$ cat src/hw/usc_defines.svh
`ifndef USC_DEFINES_SVH
`define USC_DEFINES_SVH
// register byte addresses: printed offsets are not all multiples of four,
// so each printed offset is an index and the byte address is four times it
`define USC_IDX_CTRL1 8'h05
`define USC_IDX_MASK 8'h06
`define USC_IDX_ADDR 8'h07
`define USC_IDX_PEND 8'h0d
`define USC_IDX_BUFSEL 8'h0e
`define USC_IDX_CTRL2 8'h0f
`define USC_IDX_FRM_LO 8'h15
`define USC_IDX_FRM_HI 8'h16
`define USC_IDX_CNT_LO 8'h35
`define USC_IDX_CNT_HI 8'h36
// control register 1 fields
`define USC_C1_USB_EN 0
`define USC_C1_DMA_EN 1
`define USC_C1_DMA_DIR 2
`define USC_C1_ENG_RST 3
`define USC_C1_FORCE 4
`define USC_C1_SPSEL 5
`define USC_C1_STBY 6
// event bit positions
`define USC_EV_DMA_BUSY 7
`define USC_EV_BUS_RST 6
`define USC_EV_SOF 5
`define USC_EV_DMA_DONE 4
// control register 2 fields
`define USC_C2_MASTER 7
`define USC_C2_SWAP 6
// reset values
`define USC_RST_BYTE 8'h00
`define USC_RST_COUNT 16'h0000
`endif

$ cat src/hw/usc_pkg.sv
package usc_pkg;
  // events reported by the serial engine, one cycle pulses
  typedef struct packed {
    logic bus_reset;
    logic sof;
    logic [3:0] ep_done;
    logic [10:0] frame;
  } usc_events_t;
  // line drive towards the transceiver
  typedef struct packed {
    logic force_en;
    logic dp;
    logic dm;
  } usc_line_t;
  typedef enum logic [1:0] {
    USC_LINE_NORMAL = 2'b00,
    USC_LINE_SE0 = 2'b01,
    USC_LINE_K = 2'b10,
    USC_LINE_J = 2'b11
  } usc_force_t;
  typedef enum logic [1:0] {
    USC_BUS_IDLE = 2'b00,
    USC_BUS_WAIT = 2'b01
  } usc_bus_t;
endpackage : usc_pkg

$ cat src/hw/usc_ctrl_regs.sv
// Our own choice: register access over AHB-Lite.
`timescale 1ns/100ps
`include "usc_defines.svh"
// Functional notes
// - line force pair selects normal, SE0, K or J drive on the data lines.
// - mask bit one lets its event drive the interrupt output.
// - mask changes never alter pending events; mask only gates the output.
// - mask bits: 6 bus reset, 5 SOF, 4 DMA done, 3..0 endpoints.
// - bit 7 of mask and pending reads DMA busy, never interrupts.
// - device address register resets to 00h and holds host value.
// - once addressed, only tokens matching the address are answered.
// - pending register reads flags; writing one clears, zero keeps.
// - pending bits: 6 bus reset, 5 SOF, 4 DMA done, 3..0 endpoints.
// - buffer select bit n shows endpoint n set a/b; 7..4 reserved.
// - control 2 bit 7 selects host (1) or slave (0).
// - control 2 bit 6 swaps data line polarity when one.
// - frame low holds 7 frame bits in 7:1, updated per SOF.
// - frame high holds 4 frame bits in 7:4, updated per SOF.
// - DMA count is 16 bits split over low and high registers.
// - writing count high starts DMA when DMA enable is set.
// - endpoint three moves data only by DMA.
// - interrupt request output is active high.
// - DMA enable permits DMA; start occurs only on count high write.
module usc_ctrl_regs
  import usc_pkg::*;
#(
  parameter int ADDR_W = 10
) (
  input wire logic CLK_I,
  input wire logic RST_N_I,
  // ahb-lite slave
  input wire logic HSEL_I,
  input wire logic [ADDR_W-1:0] HADDR_I,
  input wire logic [1:0] HTRANS_I,
  input wire logic HWRITE_I,
  input wire logic [2:0] HSIZE_I,
  input wire logic [31:0] HWDATA_I,
  input wire logic HREADY_I,
  output logic [31:0] HRDATA_O,
  output logic HREADYOUT_O,
  output logic HRESP_O,
  // serial engine side
  input wire usc_events_t EVENTS_I,
  input wire logic [3:0] BUF_SET_I,
  input wire logic DMA_DONE_I,
  input wire logic [6:0] TOKEN_ADDR_I,
  input wire logic TOKEN_VALID_I,
  output logic TOKEN_MATCH_O,
  output logic EP3_DMA_ONLY_O,
  output logic USB_ENABLE_O,
  output logic STANDBY_O,
  output logic LOW_SPEED_O,
  output logic DMA_READ_O,
  output logic DMA_START_O,
  output logic [15:0] DMA_COUNT_O,
  output logic DMA_BUSY_O,
  output logic HOST_MODE_O,
  output logic POLARITY_SWAP_O,
  output usc_line_t LINE_O,
  output logic INTERRUPT_REQUEST_OUT_O
);

  logic [7:0] ctrl1;
  logic [7:0] interrupt_mask;
  logic [7:0] device_address;
  logic [6:0] pending_events;
  logic [1:0] role_polarity_control;
  logic [6:0] frame_number_low;
  logic [3:0] frame_number_high;
  logic [7:0] dma_count_low;
  logic [7:0] dma_count_high;
  logic dma_busy;
  logic dma_start;
  usc_bus_t bus_state;
  logic [ADDR_W-1:0] wr_addr;
  logic [7:0] rd_byte;

  // word index from a byte address; non-word-aligned bits must be zero
  function automatic logic idx_hit(input logic [ADDR_W-1:0] a, input logic [7:0] idx);
    idx_hit = (a == ADDR_W'({idx, 2'b00}));
  endfunction : idx_hit

  // address phase qualification
  wire addr_valid = HSEL_I && HREADY_I && HTRANS_I[1];
  wire wr_phase = (bus_state == USC_BUS_WAIT);
  wire [7:0] wbyte = HWDATA_I[7:0];

  // write decode of the registered address, data phase
  wire wr_ctrl1 = wr_phase && idx_hit(wr_addr, `USC_IDX_CTRL1);
  wire wr_mask = wr_phase && idx_hit(wr_addr, `USC_IDX_MASK);
  wire wr_addr_reg = wr_phase && idx_hit(wr_addr, `USC_IDX_ADDR);
  wire wr_pend = wr_phase && idx_hit(wr_addr, `USC_IDX_PEND);
  wire wr_ctrl2 = wr_phase && idx_hit(wr_addr, `USC_IDX_CTRL2);
  wire wr_cnt_lo = wr_phase && idx_hit(wr_addr, `USC_IDX_CNT_LO);
  wire wr_cnt_hi = wr_phase && idx_hit(wr_addr, `USC_IDX_CNT_HI);

  // bus state: idle, or holding a write for its data phase
  always_ff @(posedge CLK_I or negedge RST_N_I) begin
    if (!RST_N_I) begin
      bus_state <= USC_BUS_IDLE;
      wr_addr <= '0;
    end else begin
      case (bus_state)
        USC_BUS_IDLE: begin
          if (addr_valid && HWRITE_I) begin
            bus_state <= USC_BUS_WAIT;
            wr_addr <= HADDR_I;
          end
        end
        default: begin
          if (addr_valid && HWRITE_I) begin
            wr_addr <= HADDR_I;
          end else begin
            bus_state <= USC_BUS_IDLE;
          end
        end
      endcase
    end
  end

  // zero wait states and always okay; unmapped reads return zero
  assign HREADYOUT_O = 1'b1;
  assign HRESP_O = 1'b0;

  // read mux, reserved and undefined bits read zero
  always_comb begin
    if (idx_hit(HADDR_I, `USC_IDX_CTRL1)) begin
      rd_byte = ctrl1;
    end else if (idx_hit(HADDR_I, `USC_IDX_MASK)) begin
      rd_byte = {dma_busy, interrupt_mask[6:0]};
    end else if (idx_hit(HADDR_I, `USC_IDX_ADDR)) begin
      rd_byte = device_address;
    end else if (idx_hit(HADDR_I, `USC_IDX_PEND)) begin
      rd_byte = {dma_busy, pending_events};
    end else if (idx_hit(HADDR_I, `USC_IDX_BUFSEL)) begin
      rd_byte = {4'h0, BUF_SET_I};
    end else if (idx_hit(HADDR_I, `USC_IDX_CTRL2)) begin
      rd_byte = {role_polarity_control, 6'h00};
    end else if (idx_hit(HADDR_I, `USC_IDX_FRM_LO)) begin
      rd_byte = {frame_number_low, 1'b0};
    end else if (idx_hit(HADDR_I, `USC_IDX_FRM_HI)) begin
      rd_byte = {frame_number_high, 4'h0};
    end else if (idx_hit(HADDR_I, `USC_IDX_CNT_LO)) begin
      rd_byte = dma_count_low;
    end else if (idx_hit(HADDR_I, `USC_IDX_CNT_HI)) begin
      rd_byte = dma_count_high;
    end else begin
      rd_byte = 8'h00;
    end
  end

  // read data captured at the address phase, stands during data phase
  always_ff @(posedge CLK_I or negedge RST_N_I) begin
    if (!RST_N_I) begin
      HRDATA_O <= 32'h0000_0000;
    end else if (addr_valid && !HWRITE_I) begin
      HRDATA_O <= {24'h00_0000, rd_byte};
    end
  end

  // plain control registers; bit 7 of ctrl1 is kept zero
  always_ff @(posedge CLK_I or negedge RST_N_I) begin
    if (!RST_N_I) begin
      ctrl1 <= `USC_RST_BYTE;
      interrupt_mask <= `USC_RST_BYTE;
      device_address <= `USC_RST_BYTE;
      role_polarity_control <= 2'b00;
      dma_count_low <= `USC_RST_BYTE;
      dma_count_high <= `USC_RST_BYTE;
    end else begin
      if (wr_ctrl1) ctrl1 <= {1'b0, wbyte[6:0]};
      if (wr_mask) interrupt_mask <= {1'b0, wbyte[6:0]};
      if (wr_addr_reg) device_address <= wbyte;
      if (wr_ctrl2) role_polarity_control <= wbyte[7:6];
      if (wr_cnt_lo) dma_count_low <= wbyte;
      if (wr_cnt_hi) dma_count_high <= wbyte;
    end
  end

  // start pulse only from a count-high write with enable set
  assign dma_start = wr_cnt_hi && ctrl1[`USC_C1_DMA_EN];

  // busy from start until the dma engine reports done or dma enable clears; start wins
  always_ff @(posedge CLK_I or negedge RST_N_I) begin
    if (!RST_N_I) begin
      dma_busy <= 1'b0;
      DMA_START_O <= 1'b0;
    end else begin
      DMA_START_O <= dma_start;
      if (dma_start) dma_busy <= 1'b1;
      else if (DMA_DONE_I || !ctrl1[`USC_C1_DMA_EN]) dma_busy <= 1'b0;
    end
  end

  // sticky events; a set in the clearing cycle wins
  wire [6:0] ev_set = {EVENTS_I.bus_reset, EVENTS_I.sof, DMA_DONE_I && dma_busy, EVENTS_I.ep_done};
  wire [6:0] ev_clr = wr_pend ? wbyte[6:0] : 7'h00;
  always_ff @(posedge CLK_I or negedge RST_N_I) begin
    if (!RST_N_I) begin
      pending_events <= 7'h00;
    end else begin
      pending_events <= (pending_events & ~ev_clr) | ev_set;
    end
  end

  // frame number capture on each sof
  always_ff @(posedge CLK_I or negedge RST_N_I) begin
    if (!RST_N_I) begin
      frame_number_low <= 7'h00;
      frame_number_high <= 4'h0;
    end else if (EVENTS_I.sof) begin
      frame_number_low <= EVENTS_I.frame[6:0];
      frame_number_high <= EVENTS_I.frame[10:7];
    end
  end

  // bit 7 busy is excluded so it never interrupts
  assign INTERRUPT_REQUEST_OUT_O = |(pending_events & interrupt_mask[6:0]);

  // line forcing; usb engine reset is the low bit of the pair
  wire [1:0] force_pair = {ctrl1[`USC_C1_FORCE], ctrl1[`USC_C1_ENG_RST]};
  always_comb begin
    case (usc_force_t'(force_pair))
      USC_LINE_SE0: LINE_O = '{force_en: 1'b1, dp: 1'b0, dm: 1'b0};
      USC_LINE_K: LINE_O = '{force_en: 1'b1, dp: 1'b0, dm: 1'b1};
      USC_LINE_J: LINE_O = '{force_en: 1'b1, dp: 1'b1, dm: 1'b0};
      default: LINE_O = '{force_en: 1'b0, dp: 1'b0, dm: 1'b0};
    endcase
  end

  // address 0 is the default address before assignment, so it matches naturally
  assign TOKEN_MATCH_O = TOKEN_VALID_I && (TOKEN_ADDR_I == device_address[6:0]);
  assign EP3_DMA_ONLY_O = 1'b1;
  assign USB_ENABLE_O = ctrl1[`USC_C1_USB_EN];
  assign STANDBY_O = ctrl1[`USC_C1_STBY];
  assign LOW_SPEED_O = ctrl1[`USC_C1_SPSEL];
  assign DMA_READ_O = ctrl1[`USC_C1_DMA_DIR];
  assign DMA_COUNT_O = {dma_count_high, dma_count_low};
  assign DMA_BUSY_O = dma_busy;
  assign HOST_MODE_O = role_polarity_control[1];
  assign POLARITY_SWAP_O = role_polarity_control[0];
endmodule : usc_ctrl_regs

$ cat config.mk
export PLATFORM = sky130hd
export DESIGN_NAME = usc_ctrl_regs
export DESIGN_NICKNAME = d
export VERILOG_FILES = /design/src/hw/usc_pkg.sv /design/src/hw/usc_ctrl_regs.sv
export VERILOG_INCLUDE_DIRS = /design/src /design/src/hw
export SDC_FILE = /design/constraint.sdc
export NUM_CORES = 1
export LEC_CHECK = 0
export ABC_AREA = 0
export BUFFER_PORTS_ARGS = -buffer_cell sky130_fd_sc_hd__buf_4
export CAP_MARGIN = 20
export CORE_ASPECT_RATIO = 0.6
export CORE_MARGIN = 4
export CORE_UTILIZATION = 30
export CTS_CLUSTER_SIZE = 10
export DETAILED_ROUTE_END_ITERATION = 16
export HOLD_SLACK_MARGIN = 0.12
export PLACE_DENSITY = 0.56
export SYNTH_ARGS = -nofsm -noshare
export SYNTH_HDL_FRONTEND = slang
export SYNTH_SLANG_ARGS = --single-unit
export TNS_END_PERCENT = 50
$ cat constraint.sdc
create_clock -name CLK_I -period 1.8 [get_ports CLK_I]
set_clock_uncertainty 0.15 [all_clocks]
set_input_delay 0.18 -clock CLK_I [delete_from_list [all_inputs] [get_ports CLK_I]]
set_output_delay 0.18 -clock CLK_I [all_outputs]
set_load 0.02 [all_outputs]
# == After elaboration in Yosys (flattened, before gate mapping) ==
# Cells that the tools add are included.
# totals
ff_bits,80
elab_cells,80
out_inout_bits,64
in_bits,82
# op_classes
eq_ne,24
n_reduce_logical,21
n_bitwise,4
n_mux,17
# op_table
operator,count
8-bit two-way mux,10
"10-bit by 5-bit == test with 1-bit output, second input constant",6
"10-bit by 6-bit == test with 1-bit output, second input constant",5
"10-bit by 8-bit == test with 1-bit output, second input constant",4
"10-bit by 7-bit == test with 1-bit output, second input constant",2
7-bit bitwise AND,2
1-bit logical AND,14
3-bit one-hot mux with 3 select lines,1
7-bit == test,1
7-bit two-way mux,1
7-bit NOT,1
7-bit bitwise OR,1
7-bit OR reduction,1
2-bit two-way mux,3
"2-bit by 1-bit == test with 1-bit output, second input constant",2
"2-bit == test, second input constant",2
1-bit logical NOT,2
2-bit logical NOT,1
1-bit two-way mux,2
"2-bit by 1-bit != test with 1-bit output, second input constant",1
"2-bit != test, second input constant",1
2-bit AND reduction,1
2-bit nonzero test,1
1-bit logical OR,1

# == Longest topological paths before layout ==
# Gate-level depths: netlist of run 1.
# logic_depth
word_depth,11
depth_mapped,8
ltp_nobuf,6

# == Least setup slack after synthesis of run 1 ==
# OpenSTA, ideal clock, no wires.
# synth_timing
path_kind,flip-flop to flip-flop
start,reg wr_addr[1]
end,reg interrupt_mask[0]
path_slack_ns,-0.040
synth_period_minus_slack_ns,1.840
arrival_ns,1.565
stages_incl_launch_ff,7
t_required_ns,1.525
path_buffers,1
cell_sequence,dfrtp_1 -> nor4_1 -> and2_1 -> nand2_1 -> or3_1 -> buf_2 -> mux2_2
# synth_via
elab_chain_cells,2
# synth_lines
element,line_no,source
start: declaration,usc_ctrl_regs.sv:75,logic [ADDR_W-1:0] wr_addr;
start signal: assignment,usc_ctrl_regs.sv:101,wr_addr <= '0;
start signal: assignment,usc_ctrl_regs.sv:107,wr_addr <= HADDR_I;
start signal: assignment,usc_ctrl_regs.sv:112,wr_addr <= HADDR_I;
10-bit by 5-bit == test with 1-bit output,usc_ctrl_regs.sv:80,"idx_hit = (a == ADDR_W'({idx, 2'b00}));"
1-bit logical AND,usc_ctrl_regs.sv:90,"wire wr_mask = wr_phase && idx_hit(wr_addr, `USC_IDX_MASK);"
end signal: assignment,usc_ctrl_regs.sv:165,interrupt_mask <= `USC_RST_BYTE;
end signal: assignment,usc_ctrl_regs.sv:172,"if (wr_mask) interrupt_mask <= {1'b0, wbyte[6:0]};"
end: declaration,usc_ctrl_regs.sv:64,logic [7:0] interrupt_mask;
# No other way between the ends.
# A chain may end at the register's enable or synchronous reset.

# == Worst setup path in the final report of run 1 ==
# layout_timing
start,reg wr_addr[8]
end,reg dma_count_high[0]
# layout_via
elab_chain_cells,2
# layout_lines
element,line_no,source
10-bit by 8-bit == test with 1-bit output,usc_ctrl_regs.sv:80,
1-bit logical AND,usc_ctrl_regs.sv:95,"wire wr_cnt_hi = wr_phase && idx_hit(wr_addr, `USC_IDX_CNT_HI);"
end signal: assignment,usc_ctrl_regs.sv:169,dma_count_high <= `USC_RST_BYTE;
end signal: assignment,usc_ctrl_regs.sv:176,if (wr_cnt_hi) dma_count_high <= wbyte;
end: declaration,usc_ctrl_regs.sv:71,logic [7:0] dma_count_high;
# No other way between the ends.

==> flow_metrics.env, run 1 <==
export IMPL_totalWireLength_mm=14.7
export IMPL_drc=0
export IMPL_h_tree_depth=3
export IMPL_fin_crit_sh_pct=108
export IMPL_rsz0062_at_grt="true"
export IMPL_required_ns=1.88
export IMPL_dp_cells=702
export IMPL_dieArea_um2=15700
export IMPL_crit_fanout=9
export IMPL_grt_max_degree=33
export IMPL_syn_inst=390
export IMPL_die_y_um=98.7
export IMPL_coreArea_um2=13100
export IMPL_pwr_density_cell_nw_per_um2=728
export IMPL_cp_start_kind="register"
export IMPL_largest_reg_flops=10
export IMPL_synth_common_cells="79 x dfrtp_1, 51 x nand2_1, 50 x mux2_2, 29 x buf_4, 19 x a21oi_1"
export IMPL_violations="negative setup slack"
export IMPL_grt_util_met3_pct=5.06
export IMPL_slew_viol_final=0
export IMPL_place_ws_ns=-0.357
export IMPL_ys_flop_type="dfrtp_1"
export IMPL_setup_viol=40
export IMPL_diodes=0
export IMPL_p_leak_nw=2.85
export IMPL_cts_inserted_buffers=9
export IMPL_wire_per_inst_um=19.3
export IMPL_drive_gt1_share_pct=41.0
export IMPL_cpLargestDelayFamily="simple AND/OR/NAND/NOR gates"
export IMPL_yosysUniqueCellTypes=59
export IMPL_period_needed_ns=1.94
export IMPL_clock_latency_ns=0.34
export IMPL_crit_type="reg -> reg"
export IMPL_start_util_pct=31.3
export IMPL_grtUsageMet1_pct=30.1
export IMPL_grt_util_met2_pct=24.2
export IMPL_cp_slowest_cell="dfrtp_1"
export IMPL_netlist_area_leader_share_pct=48.0
export IMPL_setup_slack_ns=-0.137
export IMPL_ys_top_cells_by_area="dfrtp_1 48%, mux2_2 14%, buf_4 5.3%, nand2_1 4.7%, a21oi_1 2.3%"
export IMPL_syn_avg_cell_area_um2=10.6
export IMPL_nNetsFinal=672
export IMPL_vias=3782
export IMPL_drt_initial_drc_count=201
export IMPL_cts_root_buffer="clkbuf_16"
export IMPL_status="complete, but fails checks"
export IMPL_cts_sinks=79
export IMPL_async_reset_ff_share_pct=100
export IMPL_cts_tree="done"
export IMPL_finalHoldViolations=0
export IMPL_worst_r2r_setup_slack_ns=-0.14
export IMPL_synth_most_common_cell="dfrtp_1"
export IMPL_globalplace_congestion=0.903
export IMPL_drv_cap=0
export IMPL_fp_dieW_um=159
export IMPL_antenna_found_initial=0
export IMPL_synth_warnings=0
export IMPL_first_global_vias=3760
export IMPL_synth_top_cell_by_area="dfrtp_1"
export IMPL_first_pass_iters=4
export IMPL_synth_edf_count=0
export IMPL_top_usage_layer="met1"
export IMPL_end_kind="register"
export IMPL_clk_path_buf_depth=2
export IMPL_ant_nets=0
export IMPL_whs_ns=0.140
export IMPL_row_count=32
export IMPL_slowest_delay_ns=0.39
export IMPL_min_path_type="in -> reg"
export IMPL_routed_via_density=4.96
export IMPL_io_pins=146
export IMPL_track_usage_pct=18.6
export IMPL_syn_cell_area_um2=4120
export IMPL_fin_cells=763
export IMPL_yosys_register_bits=79
export IMPL_grt_overflow=0
export IMPL_critPathBufInv=1
export IMPL_portBuffers=90
export IMPL_areaGrowthSynthToFinish_pct=52.4
export IMPL_path_clk_slew_ns=0.06
export IMPL_cp_cell_sequence="nor4_2, and2_4, nand2_1, or3_1, buf_6, mux2_2"
export IMPL_yosysSeqAreaShare_pct=48.0
export IMPL_grt_pass1_wl_mm=22.4
export IMPL_peakVddDrop_mv=0.377
export IMPL_hpwl_mm=11.6
export IMPL_cp_arrival_ns=2.02
export IMPL_max_freq_mhz=516
## stage by stage
| stage | TNS (ns) | instance area, um2 | util, % | power [mW] |
|---|---|---|---|---|
| after CTS | -5.08 | 6220 | 47.4 | 4.60 |
| after global routing | -7.38 | 6270 | 47.8 | 4.76 |
| after floorplan | -0.524 | 4220 | - | 2.25 |
| final | -3.59 | 6270 | 47.8 | 4.57 |
| after global placement | -6.52 | 5380 | 41.0 | 2.55 |
| after detailed placement | -6.71 | 5380 | 41.0 | 2.56 |
## what timing repair did
action	CTS	global route
pin swaps	17	3
hold buffers	46	0
endpoints found under the setup margin	46	57
setup buffers	1	1
resized for setup	16	16
endpoints found under the hold margin	145	0
gates cloned	0	0
## final timing paths
check,from,to,depth (start not counted)
setup / recovery,wr_addr[8]$_DFFE_PN0P_,dma_count_high[0]$_DFFE_PN0P_,6
hold / removal,HADDR_I[4],wr_addr[4]$_DFFE_PN0P_,5
setup reg to reg,wr_addr[8]$_DFFE_PN0P_,dma_count_high[0]$_DFFE_PN0P_,6
hold reg to reg,wr_addr[9]$_DFFE_PN0P_,wr_addr[9]$_DFFE_PN0P_,2
max in group asynchronous,RST_N_I,dma_count_low[4]$_DFFE_PN0P_,3
min in group asynchronous,RST_N_I,dma_count_low[7]$_DFFE_PN0P_,2
## area by class of cell
class,instances,area [um2]
clock buffers,9,225
clock inverters,5,85.1
fillers,1263,6860
inverters,4,15.0
multi-input cells,291,2050
flip-flops and latches,79,1980
well taps,170,213
repair buffers,205,1710
## per-layer routing
layer | routed length (um) | vias to the layer above
met5 | 0 | -
met4 | 68 | 0
met3 | 1160 | 8
met2 | 5710 | 168
met1 | 7780 | 1843
li1 | - | 1763
## logic make-up after synthesis
family / Yosys count / share of synthesized area [%]
AND/OR/NAND/NOR: 112 / 13.8
AO/OA/AOI/OAI: 92 / 15.0
flip-flops: 79 / 48.0
multiplexers: 53 / 14.4
buffers and inverters: 45 / 7.11
XOR/XNOR: 7 / 1.49
other: 2 / 0.182
## worst min-delay path: cells and delay by family
kind | cells | cell delay [ns]
buffers and inverters | 3 | 0.30
AND/OR/NAND/NOR | 2 | 0.13
## placed cells by master, fill, tap and decap left out, drive strengths merged, types with 3 or more instances in the layout
cell type	instances
nand2	52
nor2b	4
a2bb2oi	3
o311ai	5
a21o	6
xnor2	7
dlygate4sd3	46
a22oi	9
nand4	3
inv	3
o21ai	22
mux2i	3
dfrtp	79
a211oi	3
o21a	3
clkbuf	9
conb	27
clkinv	3
nor2	19
buf	159
mux2	50
and2	5
nand3	12
o2111ai	3
a21oi	19
## power by group
part / leakage (nW) / internal (mW) / switching (mW)
combinational: 1.71 / 0.357 / 0.332
sequential: 0.990 / 1.87 / 0.0807
clock: 0.148 / 1.20 / 0.722
Power figures use the tool's default switching activity.
==> inputs of run 2 (changes only) <==
Settings changed: RECOVER_POWER set to 25.
==> run 2 against run 1 <==
- worst setup slack about the same
- clock power barely moved
- the flow still finishes with violations (negative setup slack)
- hold slack barely moved
- largest cell class unchanged
- via count rose by 0.48%
- global-route usage did not move
- power hardly changed
- sequential cell count unchanged
- critical path depth did not move
- utilization decreased by 0.13 points
- sequential power about the same
- cell area decreased by 0.28%
- die area stayed put
==> flow_metrics.env, run 2 (synthesized netlist as in run 1, its figures left out) <==
export IMPL_status="complete, but fails checks"
export IMPL_violations="negative setup slack"
export IMPL_coreArea_um2=13100
export IMPL_portBuffers=90
export IMPL_min_path_cells=5
export IMPL_cp_start_kind="register"
export IMPL_finalHoldViolations=0
export IMPL_final_cell_mix="151 x buf_4, 79 x dfrtp_1, 51 x nand2_1"
export IMPL_r2r_cells=6
export IMPL_row_count=32
export IMPL_finalPower_mw=4.57
export IMPL_diodes=0
export IMPL_r2r_start="wr_addr[8]$_DFFE_PN0P_"
export IMPL_worst_r2r_setup_slack_ns=-0.14
export IMPL_routed_via_density=4.98
export IMPL_hpwl_mm=11.6
export IMPL_end_kind="register"
export IMPL_ant_nets=0
export IMPL_n_fill_cell=1266
export IMPL_p_leak_nw=2.84
export IMPL_vias=3800
export IMPL_min_path_type="in -> reg"
export IMPL_cts_sinks=79
export IMPL_wire_per_inst_um=19.3
export IMPL_clk_path_buf_depth=2
export IMPL_setup_slack_ns=-0.137
export IMPL_first_global_vias=3760
export IMPL_hold_start="HADDR_I[4]"
export IMPL_globalplace_congestion=0.903
export IMPL_dp_cells=702
export IMPL_fin_crit_sh_pct=108
export IMPL_r2r_end="dma_count_high[0]$_DFFE_PN0P_"
export IMPL_grt_max_degree=33
export IMPL_grt_overflow=0
export IMPL_rsz0062_at_grt="true"
export IMPL_hold_path_end="wr_addr[4]$_DFFE_PN0P_"
export IMPL_drt_initial_drc_count=201
export IMPL_nNetsFinal=672
export IMPL_required_ns=1.88
export IMPL_fp_dieW_um=159
export IMPL_max_freq_mhz=516
export IMPL_setup_viol=40
export IMPL_peakVddDrop_mv=0.377
export IMPL_totalWireLength_mm=14.7
export IMPL_pwr_density_cell_nw_per_um2=730
export IMPL_drive_gt1_share_pct=41.0
export IMPL_slowest_delay_ns=0.39
export IMPL_fin_area_um2=6260
export IMPL_track_usage_pct=18.6
export IMPL_path_clk_slew_ns=0.06
export IMPL_drc=0
export IMPL_io_pins=146
export IMPL_clock_latency_ns=0.34
export IMPL_h_tree_depth=3
export IMPL_die_y_um=98.7
export IMPL_fin_cells=763
export IMPL_setup_tns_ns=-3.62
export IMPL_slew_headroom_pct=49.8
export IMPL_cp_cell_sequence="nor4_2, and2_4, nand2_1, or3_1, buf_6, mux2_2"
export IMPL_layout_commonest_cell="buf_4"
export IMPL_drv_cap=0
export IMPL_crit_type="reg -> reg"
export IMPL_antenna_found_initial=0
export IMPL_cts_root_buffer="clkbuf_16"
export IMPL_cts_inserted_buffers=9
export IMPL_placed_area_um2=5380
export IMPL_cp_slowest_cell="dfrtp_1"
export IMPL_areaGrowthSynthToFinish_pct=52.0
export IMPL_grt_pass1_wl_mm=22.4
export IMPL_largest_reg_flops=10
export IMPL_cts_tree="done"
export IMPL_period_needed_ns=1.94
export IMPL_slew_viol_final=0
export IMPL_crit_fanout=9
export IMPL_dieArea_um2=15700
export IMPL_start_util_pct=31.3
export IMPL_cp_arrival_ns=2.02
export IMPL_worstMarginPinSlew_ns=0.753
export IMPL_first_pass_iters=6
-- run 2: cell count changes in the layout (fill, tap and decap cells not counted) --
cell,delta
buf_4,-2
clkbuf_2,+2
buf_12,-1
clkbuf_4,+1
-- run 2: worst max path at each step --
stage	startpoint	end	cells after the start
6_report	wr_addr[8]$_DFFE_PN0P_	dma_count_high[0]$_DFFE_PN0P_	6
5_1_grt	wr_addr[8]$_DFFE_PN0P_	dma_count_high[5]$_DFFE_PN0P_	6
4_1_cts	wr_addr[1]$_DFFE_PN0P_	dma_count_high[7]$_DFFE_PN0P_	6
3_5_place_dp	HADDR_I[9]	HRDATA_O[6]$_DFFE_PN0P_	8
3_3_place_gp	HADDR_I[9]	HRDATA_O[6]$_DFFE_PN0P_	8
2_1_floorplan	wr_addr[8]$_DFFE_PN0P_	dma_count_low[0]$_DFFE_PN0P_	5
-- run 2: layout make-up --
class                      instances  area (um2)  share of cell area, %
multi-input combinational        291        2050                   32.7
sequential                        79        1980                   31.6
clock buffer                       9         225                   3.60
timing repair buffer             205        1690                   27.1
clock inverter                     5        85.1                   1.36
inverter                           4        15.0                  0.240
tap                              170         213                   3.40
-- run 2: worst max-delay path, delay by kind of cell (launching register included) --
family	cells	cell delay, ns
buf+inv	1	0.16
flops	1	0.39
mux	1	0.28
simple gates	4	0.84
-- run 2: layer usage --
layer	global-route usage, %	part of all wire [%]	vias to the layer above
met1	30.1	53	1866
met4	3.40	0.46	0
met5	0	0	-
li1	-	-	1764
met2	24.2	39	162
met3	5.06	7.7	8
-- run 2: through the flow --
stage / hold slack (ns) / setup WS, ns / utilization (%)
floorplan: -0.266 / -0.0355 / -
global placement: -0.00622 / -0.406 / 41.0
detailed placement: -0.00974 / -0.357 / 41.0
CTS: 0.128 / -0.162 / 47.4
global route: 0.180 / -0.227 / 47.6
finish: 0.140 / -0.137 / 47.6
-- run 2: report_power, final --
| group | internal [mW] | leakage (nW) | switching, mW |
|---|---|---|---|
| sequential | 1.87 | 0.990 | 0.0808 |
| combinational | 0.353 | 1.71 | 0.332 |
| clock | 1.20 | 0.148 | 0.727 |
| total | 3.43 | 2.84 | 1.14 |
-- run 2: timing repair --
action	4_1_cts	5_1_grt
setup buffers	1	1
pin swaps	17	3
hold buffers	46	0
endpoints found under the hold margin	145	0
setup endpoints to repair	46	57
resized for setup	16	16
